File: config.mk
export PLATFORM = sky130hd
export DESIGN_NAME = pixel_pipeline_test_capture
export DESIGN_NICKNAME = d
export VERILOG_FILES = /design/src/core/test_capture_pkg.sv /design/src/core/red_msb_edge_detect.sv /design/src/core/capture_strobe_delay.sv /design/src/core/pixel_pipeline_test_capture.sv
export VERILOG_INCLUDE_DIRS = /design/src /design/src/core
export SDC_FILE = /design/constraint.sdc
export NUM_CORES = 1
export LEC_CHECK = 0
export BUFFER_PORTS_ARGS = -buffer_cell sky130_fd_sc_hd__buf_2
export CORE_ASPECT_RATIO = 0.8
export CORE_MARGIN = 8
export CORE_UTILIZATION = 33
export CTS_BUF_LIST = sky130_fd_sc_hd__clkbuf_2
export CTS_CLUSTER_SIZE = 10
export DETAILED_ROUTE_END_ITERATION = 6
export PLACE_DENSITY = 0.54
export SLEW_MARGIN = 40
export SYNTH_ARGS = -nofsm -noshare
export SYNTH_HDL_FRONTEND = slang
export SYNTH_HIERARCHICAL = 1
export SYNTH_SLANG_ARGS = --single-unit
File: constraint.sdc
create_clock -name clk_sys -period 4.29 [get_ports clk_sys]
set_input_delay 0.6435 -clock clk_sys [delete_from_list [all_inputs] [get_ports clk_sys]]
set_output_delay 0.6435 -clock clk_sys [all_outputs]
set_load 0.005 [all_outputs]
File: src/core/test_capture_map.svh
// Offsets, field positions, reset values and counts of the test capture block
`ifndef TEST_CAPTURE_MAP_SVH
`define TEST_CAPTURE_MAP_SVH

// Host data bus and register widths
`define TC_BUS_W            10
`define TC_REG_W            8
`define TC_PTR_W            8

// Register offsets selected through the address pointer
`define TC_OFS_PIXEL_MASK   8'h04
`define TC_OFS_IN_CAP       8'h05
`define TC_OFS_CMD_TWO      8'h06
`define TC_OFS_CMD_THREE    8'h07
`define TC_OFS_OUT_CAP      8'h08
`define TC_OFS_STATUS_CAP   8'h09

// Field positions in command_two and command_three
`define TC_EDGE_SEL_BIT     0
`define TC_RES8_BIT         1
`define TC_BUS8_BIT         1

// Field positions in the status capture byte
`define TC_STAT_SYNC_BIT    0
`define TC_STAT_BLANK_BIT   1
`define TC_STAT_PLL_BIT     2

// Reset values
`define TC_RST_REG          8'h00
`define TC_RST_PTR          8'h00
`define TC_RST_MASK         8'hff
`define TC_RST_BUS          10'h000

// Palette pipeline latency in pixel clocks
`define TC_PIPE_LAT         4

`endif

File: src/core/test_capture_pkg.sv
// Types shared by the test capture block
package test_capture_pkg;

    // Read slot within a multi-cycle test register read
    typedef enum logic [2:0] {
        SLOT_0,
        SLOT_1,
        SLOT_2,
        SLOT_3,
        SLOT_4,
        SLOT_5
    } slot_t;

endpackage

File: src/core/red_msb_edge_detect.sv
// Edge detector on the red trigger bit with selectable polarity
`timescale 1ns/1ps
module red_msb_edge_detect (
    input  logic clk_sys,
    input  logic srst,
    input  logic red_msb_trigger,
    input  logic rising_sel,
    output logic edge_hit
);

    logic prev_q;

    // Previous pixel's trigger bit; follows the pin in reset as well,
    // so the first pixel after reset never shows a false edge
    always_ff @(posedge clk_sys) begin
        if (srst) begin
            prev_q <= red_msb_trigger;
        end else begin
            prev_q <= red_msb_trigger;
        end
    end

    // Combinational so the pixel carrying the edge itself is caught
    always_comb begin
        if (rising_sel) begin
            edge_hit = red_msb_trigger & ~prev_q;
        end else begin
            edge_hit = ~red_msb_trigger & prev_q;
        end
    end

endmodule

File: src/core/capture_strobe_delay.sv
// Fixed delay line carrying the capture strobe down the pipeline
`timescale 1ns/1ps
module capture_strobe_delay #(
    parameter int DEPTH = 4
) (
    input  logic clk_sys,
    input  logic srst,
    input  logic strobe_in,
    output logic strobe_out
);

    logic [DEPTH-1:0] shift_q;

    if (DEPTH < 1) begin : g_depth_check
        $error("capture_strobe_delay: DEPTH must be at least 1");
    end

    // One stage per pipeline clock, no bubbles
    always_ff @(posedge clk_sys) begin
        if (srst) begin
            shift_q <= '0;
        end else begin
            shift_q <= DEPTH'({shift_q, strobe_in}); // Oldest bit drops off
        end
    end

    assign strobe_out = shift_q[DEPTH-1];

endmodule

File: src/core/pixel_pipeline_test_capture.sv
// Host register port and pixel pipeline test capture registers
`timescale 1ns/1ps
`include "test_capture_map.svh"
module pixel_pipeline_test_capture
    import test_capture_pkg::*;
#(
    parameter int PIPE_LAT = `TC_PIPE_LAT
) (
    input  logic                  clk_sys,
    input  logic                  srst,
    input  logic                  host_access,
    input  logic                  ctrl_select_hi,
    input  logic                  ctrl_select_lo,
    input  logic                  host_read,
    input  logic [`TC_BUS_W-1:0]  host_data_in,
    output logic [`TC_BUS_W-1:0]  host_data_out_q,
    output logic                  host_data_oe_q,
    input  logic [7:0]            pix_red,
    input  logic [7:0]            pix_green,
    input  logic [7:0]            pix_blue,
    input  logic [9:0]            conv_red,
    input  logic [9:0]            conv_green,
    input  logic [9:0]            conv_blue,
    input  logic                  sync_n,
    input  logic                  blank_n,
    input  logic                  pll_current_out,
    output logic [`TC_REG_W-1:0]  pixel_mask_q,
    output logic [`TC_REG_W-1:0]  command_two_q,
    output logic [`TC_REG_W-1:0]  command_three_q
);

    if (PIPE_LAT < 1) begin : g_lat_check
        $error("pixel_pipeline_test_capture: PIPE_LAT must be >= 1");
    end

    // Address pointer and access decode
    logic [`TC_PTR_W-1:0] ptr_q;
    logic                 acc_ptr;
    logic                 acc_reg;
    logic                 wr_ptr;
    logic                 wr_reg;
    logic                 rd_ptr;
    logic                 rd_reg;

    // Capture state
    logic        in_hit;
    logic        out_hit;
    logic [23:0] in_cap_q;
    logic [29:0] out_cap_q;
    logic [7:0]  status_cap_q;
    logic [23:0] in_shadow_q;
    logic [29:0] out_shadow_q;
    slot_t       in_slot_q;
    slot_t       out_slot_q;

    // Read path
    logic [`TC_BUS_W-1:0] rd_data_d;
    logic                 res8;
    logic                 bus8;
    logic                 out_last;

    // Pick one 10-bit colour from a packed red-green-blue word
    // Index 3 never occurs; it reads as zero rather than wrapping
    function automatic logic [9:0] pick_comp(
        input logic [29:0] word,
        input logic [1:0]  idx
    );
        logic [9:0] comp;
        comp = 10'h000;
        case (idx)
            2'd0: comp = word[29:20];
            2'd1: comp = word[19:10];
            2'd2: comp = word[9:0];
            default: comp = 10'h000;
        endcase
        return comp;
    endfunction

    // Step a read slot, wrapping after the last slot of the group
    function automatic slot_t next_slot(
        input slot_t cur,
        input logic  last
    );
        slot_t nxt;
        nxt = SLOT_0;
        if (!last) begin
            case (cur)
                SLOT_0: nxt = SLOT_1;
                SLOT_1: nxt = SLOT_2;
                SLOT_2: nxt = SLOT_3;
                SLOT_3: nxt = SLOT_4;
                SLOT_4: nxt = SLOT_5;
                default: nxt = SLOT_0;
            endcase
        end
        return nxt;
    endfunction

    // Both select lines low reach the pointer; hi only reaches registers
    assign acc_ptr = host_access & ~ctrl_select_hi & ~ctrl_select_lo;
    assign acc_reg = host_access & ctrl_select_hi & ~ctrl_select_lo;
    assign wr_ptr  = acc_ptr & ~host_read;
    assign rd_ptr  = acc_ptr & host_read;
    assign wr_reg  = acc_reg & ~host_read;
    assign rd_reg  = acc_reg & host_read;

    // Mode bits steering the capture and read paths
    assign res8 = command_two_q[`TC_RES8_BIT];
    assign bus8 = command_three_q[`TC_BUS8_BIT];

    // Address pointer, loaded by a control write
    // Data accesses never step it, so a register can be read again
    // and again without being reselected
    always_ff @(posedge clk_sys) begin
        if (srst) begin
            ptr_q <= `TC_RST_PTR;
        end else if (wr_ptr) begin
            ptr_q <= host_data_in[`TC_PTR_W-1:0];
        end
    end

    // Command and mask registers; pointer is left alone on data access
    always_ff @(posedge clk_sys) begin
        if (srst) begin
            pixel_mask_q    <= `TC_RST_MASK;
            command_two_q   <= `TC_RST_REG;
            command_three_q <= `TC_RST_REG;
        end else if (wr_reg) begin
            case (ptr_q)
                `TC_OFS_PIXEL_MASK: begin
                    pixel_mask_q <= host_data_in[`TC_REG_W-1:0];
                end
                `TC_OFS_CMD_TWO: begin
                    command_two_q <= host_data_in[`TC_REG_W-1:0];
                end
                `TC_OFS_CMD_THREE: begin
                    command_three_q <= host_data_in[`TC_REG_W-1:0];
                end
                default: begin
                    // Test registers are read-only; writes dropped
                end
            endcase
        end
    end

    // Trigger detection on the incoming pixel stream
    // The detector follows the pin during reset, so no false edge
    red_msb_edge_detect u_edge (
        .clk_sys         (clk_sys),
        .srst            (srst),
        .red_msb_trigger (pix_red[7]),
        .rising_sel      (command_two_q[`TC_EDGE_SEL_BIT]),
        .edge_hit        (in_hit)
    );

    // Strobe follows the pixel through the palette pipeline
    // A depth off by one would pair a pixel with its neighbour's output
    capture_strobe_delay #(
        .DEPTH (PIPE_LAT)
    ) u_delay (
        .clk_sys    (clk_sys),
        .srst       (srst),
        .strobe_in  (in_hit),
        .strobe_out (out_hit)
    );

    // Input-side capture of the triggering pixel itself
    // The hit is combinational, so the edge pixel is taken, not the next
    always_ff @(posedge clk_sys) begin
        if (srst) begin
            in_cap_q <= 24'h000000;
        end else if (in_hit) begin
            in_cap_q <= {pix_red, pix_green, pix_blue};
        end
    end
    // Without a hit the value holds

    // Output-side capture, blank and resolution masking applied
    // Blank wins over resolution: a blanked pixel reads black either way
    always_ff @(posedge clk_sys) begin
        if (srst) begin
            out_cap_q <= 30'h00000000;
        end else if (out_hit) begin
            if (!blank_n) begin
                out_cap_q <= 30'h00000000;
            end else if (res8) begin
                out_cap_q <= {2'b00, conv_red[7:0],
                              2'b00, conv_green[7:0],
                              2'b00, conv_blue[7:0]};
            end else begin
                out_cap_q <= {conv_red, conv_green, conv_blue};
            end
        end
    end

    // Status byte taken on the same strobe as the output capture
    // Sync and blank are stored at pin level, so they read active low
    always_ff @(posedge clk_sys) begin
        if (srst) begin
            status_cap_q <= 8'h00;
        end else if (out_hit) begin
            status_cap_q <= 8'h00;
            status_cap_q[`TC_STAT_SYNC_BIT]  <= sync_n;
            status_cap_q[`TC_STAT_BLANK_BIT] <= blank_n;
            status_cap_q[`TC_STAT_PLL_BIT]   <= pll_current_out;
        end
    end

    // Last slot of an output capture read group
    // Six slots on the 8-bit bus, three on the 10-bit bus
    assign out_last = bus8 ? (out_slot_q == SLOT_5)
                           : (out_slot_q == SLOT_2);

    // Read slots restart whenever the pointer is rewritten
    // Reading the pointer leaves a half-read group where it stood
    always_ff @(posedge clk_sys) begin
        if (srst) begin
            in_slot_q  <= SLOT_0;
            out_slot_q <= SLOT_0;
        end else if (wr_ptr) begin
            in_slot_q  <= SLOT_0;
            out_slot_q <= SLOT_0;
        end else if (rd_reg) begin
            if (ptr_q == `TC_OFS_IN_CAP) begin
                in_slot_q <= next_slot(in_slot_q,
                                       in_slot_q == SLOT_2);
            end
            if (ptr_q == `TC_OFS_OUT_CAP) begin
                out_slot_q <= next_slot(out_slot_q, out_last);
            end
        end
    end

    // Freeze a whole sample when the first part is read, so a new
    // trigger mid-group cannot mix two pixels in one readout
    always_ff @(posedge clk_sys) begin
        if (srst) begin
            in_shadow_q  <= 24'h000000;
            out_shadow_q <= 30'h00000000;
        end else if (rd_reg) begin
            if (ptr_q == `TC_OFS_IN_CAP && in_slot_q == SLOT_0) begin
                in_shadow_q <= in_cap_q;
            end
            if (ptr_q == `TC_OFS_OUT_CAP && out_slot_q == SLOT_0) begin
                out_shadow_q <= out_cap_q;
            end
        end
    end

    // Read data selection; narrow registers sit in the low bits
    // The input and output captures read through slots; a pointer write restarts them
    always_comb begin
        logic [23:0] in_src;
        logic [29:0] out_src;
        logic [9:0]  comp;
        logic [2:0]  oidx;
        in_src    = (in_slot_q == SLOT_0) ? in_cap_q : in_shadow_q;
        out_src   = (out_slot_q == SLOT_0) ? out_cap_q : out_shadow_q;
        oidx      = 3'(out_slot_q);
        comp      = 10'h000;
        rd_data_d = `TC_RST_BUS;
        if (rd_ptr) begin
            rd_data_d = {2'b00, ptr_q};
        end else if (rd_reg) begin
            case (ptr_q)
                `TC_OFS_PIXEL_MASK: begin
                    rd_data_d = {2'b00, pixel_mask_q};
                end
                `TC_OFS_CMD_TWO: begin
                    rd_data_d = {2'b00, command_two_q};
                end
                `TC_OFS_CMD_THREE: begin
                    rd_data_d = {2'b00, command_three_q};
                end
                `TC_OFS_IN_CAP: begin
                    case (in_slot_q)
                        SLOT_0: rd_data_d = {2'b00, in_src[23:16]};
                        SLOT_1: rd_data_d = {2'b00, in_src[15:8]};
                        default: rd_data_d = {2'b00, in_src[7:0]};
                    endcase
                end
                `TC_OFS_OUT_CAP: begin
                    if (bus8) begin
                        // Low byte then upper two bits per colour
                        comp = pick_comp(out_src, oidx[2:1]);
                        if (oidx[0]) begin
                            rd_data_d = {8'h00, comp[9:8]};
                        end else begin
                            rd_data_d = {2'b00, comp[7:0]};
                        end
                    end else begin
                        rd_data_d = pick_comp(out_src, oidx[1:0]);
                    end
                end
                `TC_OFS_STATUS_CAP: begin
                    rd_data_d = {2'b00, status_cap_q};
                end
                default: begin
                    rd_data_d = `TC_RST_BUS;
                end
            endcase
        end
    end

    // Read answer registered; bus driven for one cycle per read
    // Lo-select cycles belong to other address spaces; they get no
    // drive enable and leave the last read data standing
    always_ff @(posedge clk_sys) begin
        if (srst) begin
            host_data_out_q <= `TC_RST_BUS;
            host_data_oe_q  <= 1'b0;
        end else begin
            host_data_oe_q <= rd_ptr | rd_reg;
            if (rd_ptr | rd_reg) begin
                host_data_out_q <= rd_data_d;
            end
        end
    end

endmodule

# Word level (Yosys, flattened, before mapping)

Cells that the tools add are included.

Bits in latches: 0
Flip-flop bits (word level): 165
Memories: 0
Word-level logic and storage cells: 82
Bits in writable memories: 0
Output and inout bits: 35
ROM bits: 0
Input bits: 73

Multiplexer cells: 18
Div/mod/pow operators: 0
$lt $le $gt $ge: 0
$mul: 0
$add $sub $neg: 0
Reductions and logical operators: 14
Bitwise gates (word level): 16
Shift-type cells: 0
Equal/unequal tests: 19

Operators by type and width:

| operator           | count |
|---|---|
| $mux 30            | 3 |
| $pmux 10 s3        | 2 |
| $pmux 10 s6        | 1 |
| $eq 8x3->1 const B | 4 |
| $mux 10            | 3 |
| $mux 24            | 1 |
| $eq 8x4->1 const B | 2 |
| $pmux 8 s2         | 1 |
| $pmux 3 s5         | 1 |
| $reduce_and 2->1   | 7 |
| $eq 3x2->1 const B | 4 |
| $pmux 3 s4         | 1 |
| $and 1x1->1        | 10 |
| $eq 3x3->1 const B | 3 |
| $mux 8             | 1 |
| $eq 3x1->1 const B | 2 |
| $logic_not 3->1    | 2 |
| $mux 3             | 2 |
| $not 1->1          | 5 |
| $eq 2x1->1 const B | 2 |
| $eq 2x2->1 const B | 2 |
| $logic_not 2->1    | 2 |
| $logic_and 1x1->1  | 2 |
| $mux 1             | 2 |
| 2 further kinds    | 2 |

# Logic depth before layout (Yosys ltp)

Depth after elaboration: 8
Depth in mapped cells: 8
Gate-level depth less buffers: 5

# Modules after synthesis

Netlist, hierarchy kept.

By module, submodules not included:

| module                      | area an instance (µm²) | times used | cells each | sequential area each (µm²) |
|---|---|---|---|---|
| pixel_pipeline_test_capture | 6713.9                 | 1          | 802        | 3042.9 |
| capture_strobe_delay        | 105.1                  | 1          | 8          | 80.1 |
| red_msb_edge_detect         | 42.5                   | 1          | 4          | 20.0 |

# Least setup slack after synthesis

No wires, ideal clock.

Path type: input port to flip-flop
Start: in ctrl_select_lo
End: reg in_shadow_q[3]
Data arrival time: 2013 ps
Slack: 2145 ps
Stages on the path: 8
Library setup time: 132 ps
Required time: 4158 ps
Path buffers: 3
Path through: and4b_1 clkbuf_1 nand4_2 or3_1 buf_2 buf_2 nand2_1 a21oi_1

Word-level cells in the longest chain between the ends: 4

Ends and longest elaborated chain:

| element                    | RTL line                           | RTL |
|---|---|---|
| from (decl)                | pixel_pipeline_test_capture.sv:13  | `input logic ctrl_select_lo,` |
| $not 1->1                  | pixel_pipeline_test_capture.sv:101 | `assign acc_reg = host_access & ctrl_select_hi & ~ctrl_select_lo;` |
| $and 1x1->1                | pixel_pipeline_test_capture.sv:101 |  |
| $and 1x1->1                | pixel_pipeline_test_capture.sv:105 | `assign rd_reg = acc_reg & host_read;` |
| $reduce_and 2->1 (no line) | n/a                                |  |
| to (signal assigned)       | pixel_pipeline_test_capture.sv:242 | `in_shadow_q <= in_cap_q;` |
| to (decl)                  | pixel_pipeline_test_capture.sv:51  | `logic [23:0] in_shadow_q;` |

Every way passes these cells.
A chain may end at the register's enable or synchronous reset.

# Worst setup path after layout

Start: reg ptr_q[0]
End: reg in_shadow_q[14]

Word-level cells in the longest chain between the ends: 3

Ends and longest elaborated chain:

| element                    | RTL line                           | RTL |
|---|---|---|
| from (decl)                | pixel_pipeline_test_capture.sv:37  | `` logic [`TC_PTR_W-1:0] ptr_q; `` |
| from (signal assigned)     | pixel_pipeline_test_capture.sv:116 | `` ptr_q <= `TC_RST_PTR; `` |
| from (signal assigned)     | pixel_pipeline_test_capture.sv:118 | `` ptr_q <= host_data_in[`TC_PTR_W-1:0]; `` |
| $eq 8x3->1                 | n/a                                |  |
| $logic_and 1x1->1          | pixel_pipeline_test_capture.sv:241 | `` if (ptr_q == `TC_OFS_IN_CAP && in_slot_q == SLOT_0) begin `` |
| $reduce_and 2->1 (no line) | n/a                                |  |

Every way passes these cells.

==> results.sh <==
export IMPL_grtUsageMet1_pct=22.5
export IMPL_place_congestion=0.801
export IMPL_syn_num_nets=887
export IMPL_rows=47
export IMPL_pwr_share_comb_pct=5.9
export IMPL_placed_cells=1131
export IMPL_slew_headroom_pct=44.2
export IMPL_cts_resized=0
export IMPL_hpwl_mm=13.4
export IMPL_synth_top_area_share_pct=45.8
export IMPL_clock_tree_buffer_depth=2
export IMPL_grtUsageMet2_pct=20.7
export IMPL_swShare_pct=27.8
export IMPL_seqPwrFrac_pct=61.3
export IMPL_port_buffers=105
export IMPL_cts_reportedPaths_clkPinSlew_ns=0.29
export IMPL_area_growth_pct=12.8
export IMPL_synth_cells=814
export IMPL_initial_core_util_pct=33.4
export IMPL_root_buffer="clkbuf_2"
export IMPL_startpoint_type="flop"
export IMPL_grt_pass1_vias=5739
export IMPL_min_path_type="input port to flop"
export IMPL_die_area_um2=25700
export IMPL_r2r_start="ptr_q[0]"
export IMPL_max_cap_violations=0
export IMPL_yosysWarningCount=6
export IMPL_wire_per_inst_um=16.6
export IMPL_crit_cells=5
export IMPL_grt_max_degree=97
export IMPL_final_common_cell="nand2_1"
export IMPL_critPathBufInv=0
export IMPL_required_ns=4.90
export IMPL_use_met3_pct=3.68
export IMPL_vias=5917
export IMPL_layout_common_cells="166 x nand2_1, 155 x dfxtp_1, 104 x buf_2, 86 x a21oi_1, 73 x nor2_1"
export IMPL_arrival_ns=3.03
export IMPL_hold_buffers=1
export IMPL_yosysSeqAreaShare_pct=45.8
export IMPL_path_cells="nor2b_1 > nand4_2 > or3_1 > nand2_1 > a21oi_1"
export IMPL_period_minus_slack_ns=2.42
export IMPL_worstSetupPathType="flop to flop"
export IMPL_worst_path_dominant_cell_family="simple AND/OR/NAND/NOR gates"
export IMPL_grt_use_total_pct=15.0
export IMPL_cts_tree="yes"
export IMPL_top_usage_layer="met1"
export IMPL_synth_area_um2=6860
export IMPL_ys_flop_type="dfxtp_1"
export IMPL_fmax_mhz=413
export IMPL_die_width_um=177
export IMPL_p_leak_nw=2.88
export IMPL_status="completed"
export IMPL_totalWireLength_mm=19.3
export IMPL_internal_power_mw=1.76
export IMPL_viasPerCell=5.08
export IMPL_post_cts_buffers=0
export IMPL_fin_cells=1165
export IMPL_ir_worst_vdd_mv=0.169
export IMPL_cts_sinks=157
export IMPL_p_per_area_nw_per_um2=315
export IMPL_yosysTopAreaCell="dfxtp_1"
export IMPL_syn_avg_cell_area_um2=8.43
export IMPL_htree_levels=4
export IMPL_r2r_cells=5
export IMPL_layout_drive_gt1_share_pct=18.7
export IMPL_power_switching_uw=677
export IMPL_synthArstFlopShare_pct=0
export IMPL_hold_viol=0
export IMPL_synth_edff_count=0
export IMPL_drtIter0Drc=635
export IMPL_die_height_um=145
export IMPL_min_to="in_cap_q[13]"
export IMPL_clkPwrFrac_pct=32.8
export IMPL_r2r_end="in_shadow_q[14]"
export IMPL_crit_path_max_incr_delay_ns=0.74
export IMPL_cp_end_kind="flop"
export IMPL_antenna_found_initial=1
export IMPL_drv_slew=0
export IMPL_synth_area_leaders="dfxtp_1 46%, nand2_1 9.1%, mux2i_1 8.6%"
export IMPL_finalSetupTns_ns=0
export IMPL_skew_ns=0.0445
export IMPL_clkLatencyLatePin_ns=0.75
export IMPL_ioPinCount=108
export IMPL_synth_distinct_cells=51
export IMPL_ys_ff_latch=157
export IMPL_hold_depth=3
export IMPL_rsz0062_at_grt="no"
export IMPL_antenna_left=0
export IMPL_first_pass_iters=6
export IMPL_period_share_pct=56.4
export IMPL_worstHoldStart="pix_green[5]"
export IMPL_overflow=0
export IMPL_path_max_fanout=16
export IMPL_setup_violations=0
export IMPL_drc_errors=0
export IMPL_cts_made_buffers=17
export IMPL_slowest_stage="dfxtp_1"
export IMPL_r2r_setup_slack_ns=1.87
export IMPL_grt_pass1_wl_mm=31.2
export IMPL_fillers=2143
export IMPL_core_area_um2=20500
export IMPL_tightest_slew_ns=0.835
export IMPL_nets=955
-- area by class of cell --
cell class	instances	area, um2	area share, %
multi-input combinational	591	3440	44.4
sequential	157	3150	40.6
timing repair buffer	112	587	7.58
tap	269	337	4.35
clock inverter	15	135	1.75
clock buffer	17	85.1	1.10
inverter	3	11.3	0.146
antenna	1	2.50	0.0323
-- cell usage after synthesis, types with 2 or more instances --
cell type	instances
nand2b_1	5
nor2_1	73
o221ai_1	8
a222oi_1	4
or3_1	2
o311ai_0	2
or4_4	2
nand4_1	2
nand4_2	2
a211oi_1	3
a31oi_1	2
a21oi_1	86
a22oi_1	30
buf_6	3
o2bb2ai_1	5
and4b_1	2
buf_2	18
dfxtp_1	157
nor2b_1	18
mux2i_1	59
inv_1	3
and3_1	8
mux2_2	8
a22o_1	2
nand3b_1	10
nor3_1	2
nand2_1	166
clkbuf_1	41
a21bo_2	2
a221oi_1	9
o21bai_1	6
and2_1	3
o211ai_1	5
o21ai_0	15
nand3_1	35
-- worst reg2reg max path, delay by kind of cell (launching register included) --
| kind | cells | cell delay (ns) |
|---|---|---|
| flip-flops | 1 | 0.74 |
| AO/OA/AOI/OAI | 1 | 0.07 |
| AND/OR/NAND/NOR | 4 | 1.51 |
-- logic make-up (layout without fill, tap and decap cells) --
family                 after synthesis  count (layout)  share of synthesized area, %
other                                0               1                             0
flip-flops                         157             157                          45.8
multiplexers                        67              67                          9.92
AO/OA/AOI/OAI                      183             183                          17.0
AND/OR/NAND/NOR                    341             341                          23.0
buffers and inverters               66             147                          4.27
-- flip-flops by register name (all words and copies together) (netlist names), 4 cells and up --
| signal | cells |
|---|---|
| out_cap_q | 30 |
| out_shadow_q | 30 |
| in_cap_q | 24 |
| in_shadow_q | 16 |
| host_data_out_q | 10 |
| command_three_q | 8 |
| command_two_q | 8 |
| pixel_mask_q | 8 |
| ptr_q | 8 |
| u_delay/shift_q | 4 |
-- power groups by stage --
stage               logic [mW]  registers (mW)  clock network (mW)
global placement         0.145            1.52                   0
detailed placement       0.145            1.52                   0
global route             0.161            1.50               0.892
floorplan               0.0818            1.52                   0
finish                   0.144            1.49               0.801
CTS                      0.146            1.50               0.828
-- worst max path at each step --
stage,endpoint,startpoint,slack (ns)
floorplan,in_shadow_q[3],ctrl_select_lo,2.14
global placement,in_shadow_q[13],ctrl_select_lo,1.53
detailed placement,command_three_q[3],ctrl_select_lo,1.56
CTS,command_three_q[1],command_three_q[1],1.86
global route,host_data_out_q[6],ptr_q[1],1.68
finish,in_shadow_q[14],ptr_q[0],1.87
-- metal layers --
layer  part of all wire [%]  wire length [um]
met5                      0                 0
met4                    1.1               203
met3                    5.0               972
met2                     41              7900
met1                     53             10300
-- metrics by stage --
step	instance area [um2]	util [%]	total power, mW	hold slack [ns]	worst slack [ns]
final	7740	37.7	2.44	0.0939	1.87
after global routing	7740	37.7	2.55	0.0229	1.68
after CTS	7730	37.7	2.47	0.0321	1.86
after detailed placement	7500	36.6	1.67	0.424	1.56
after global placement	7490	36.5	1.67	0.421	1.53
after floorplan	6860	-	1.60	0.414	2.14
Power figures use the tool's default switching activity.
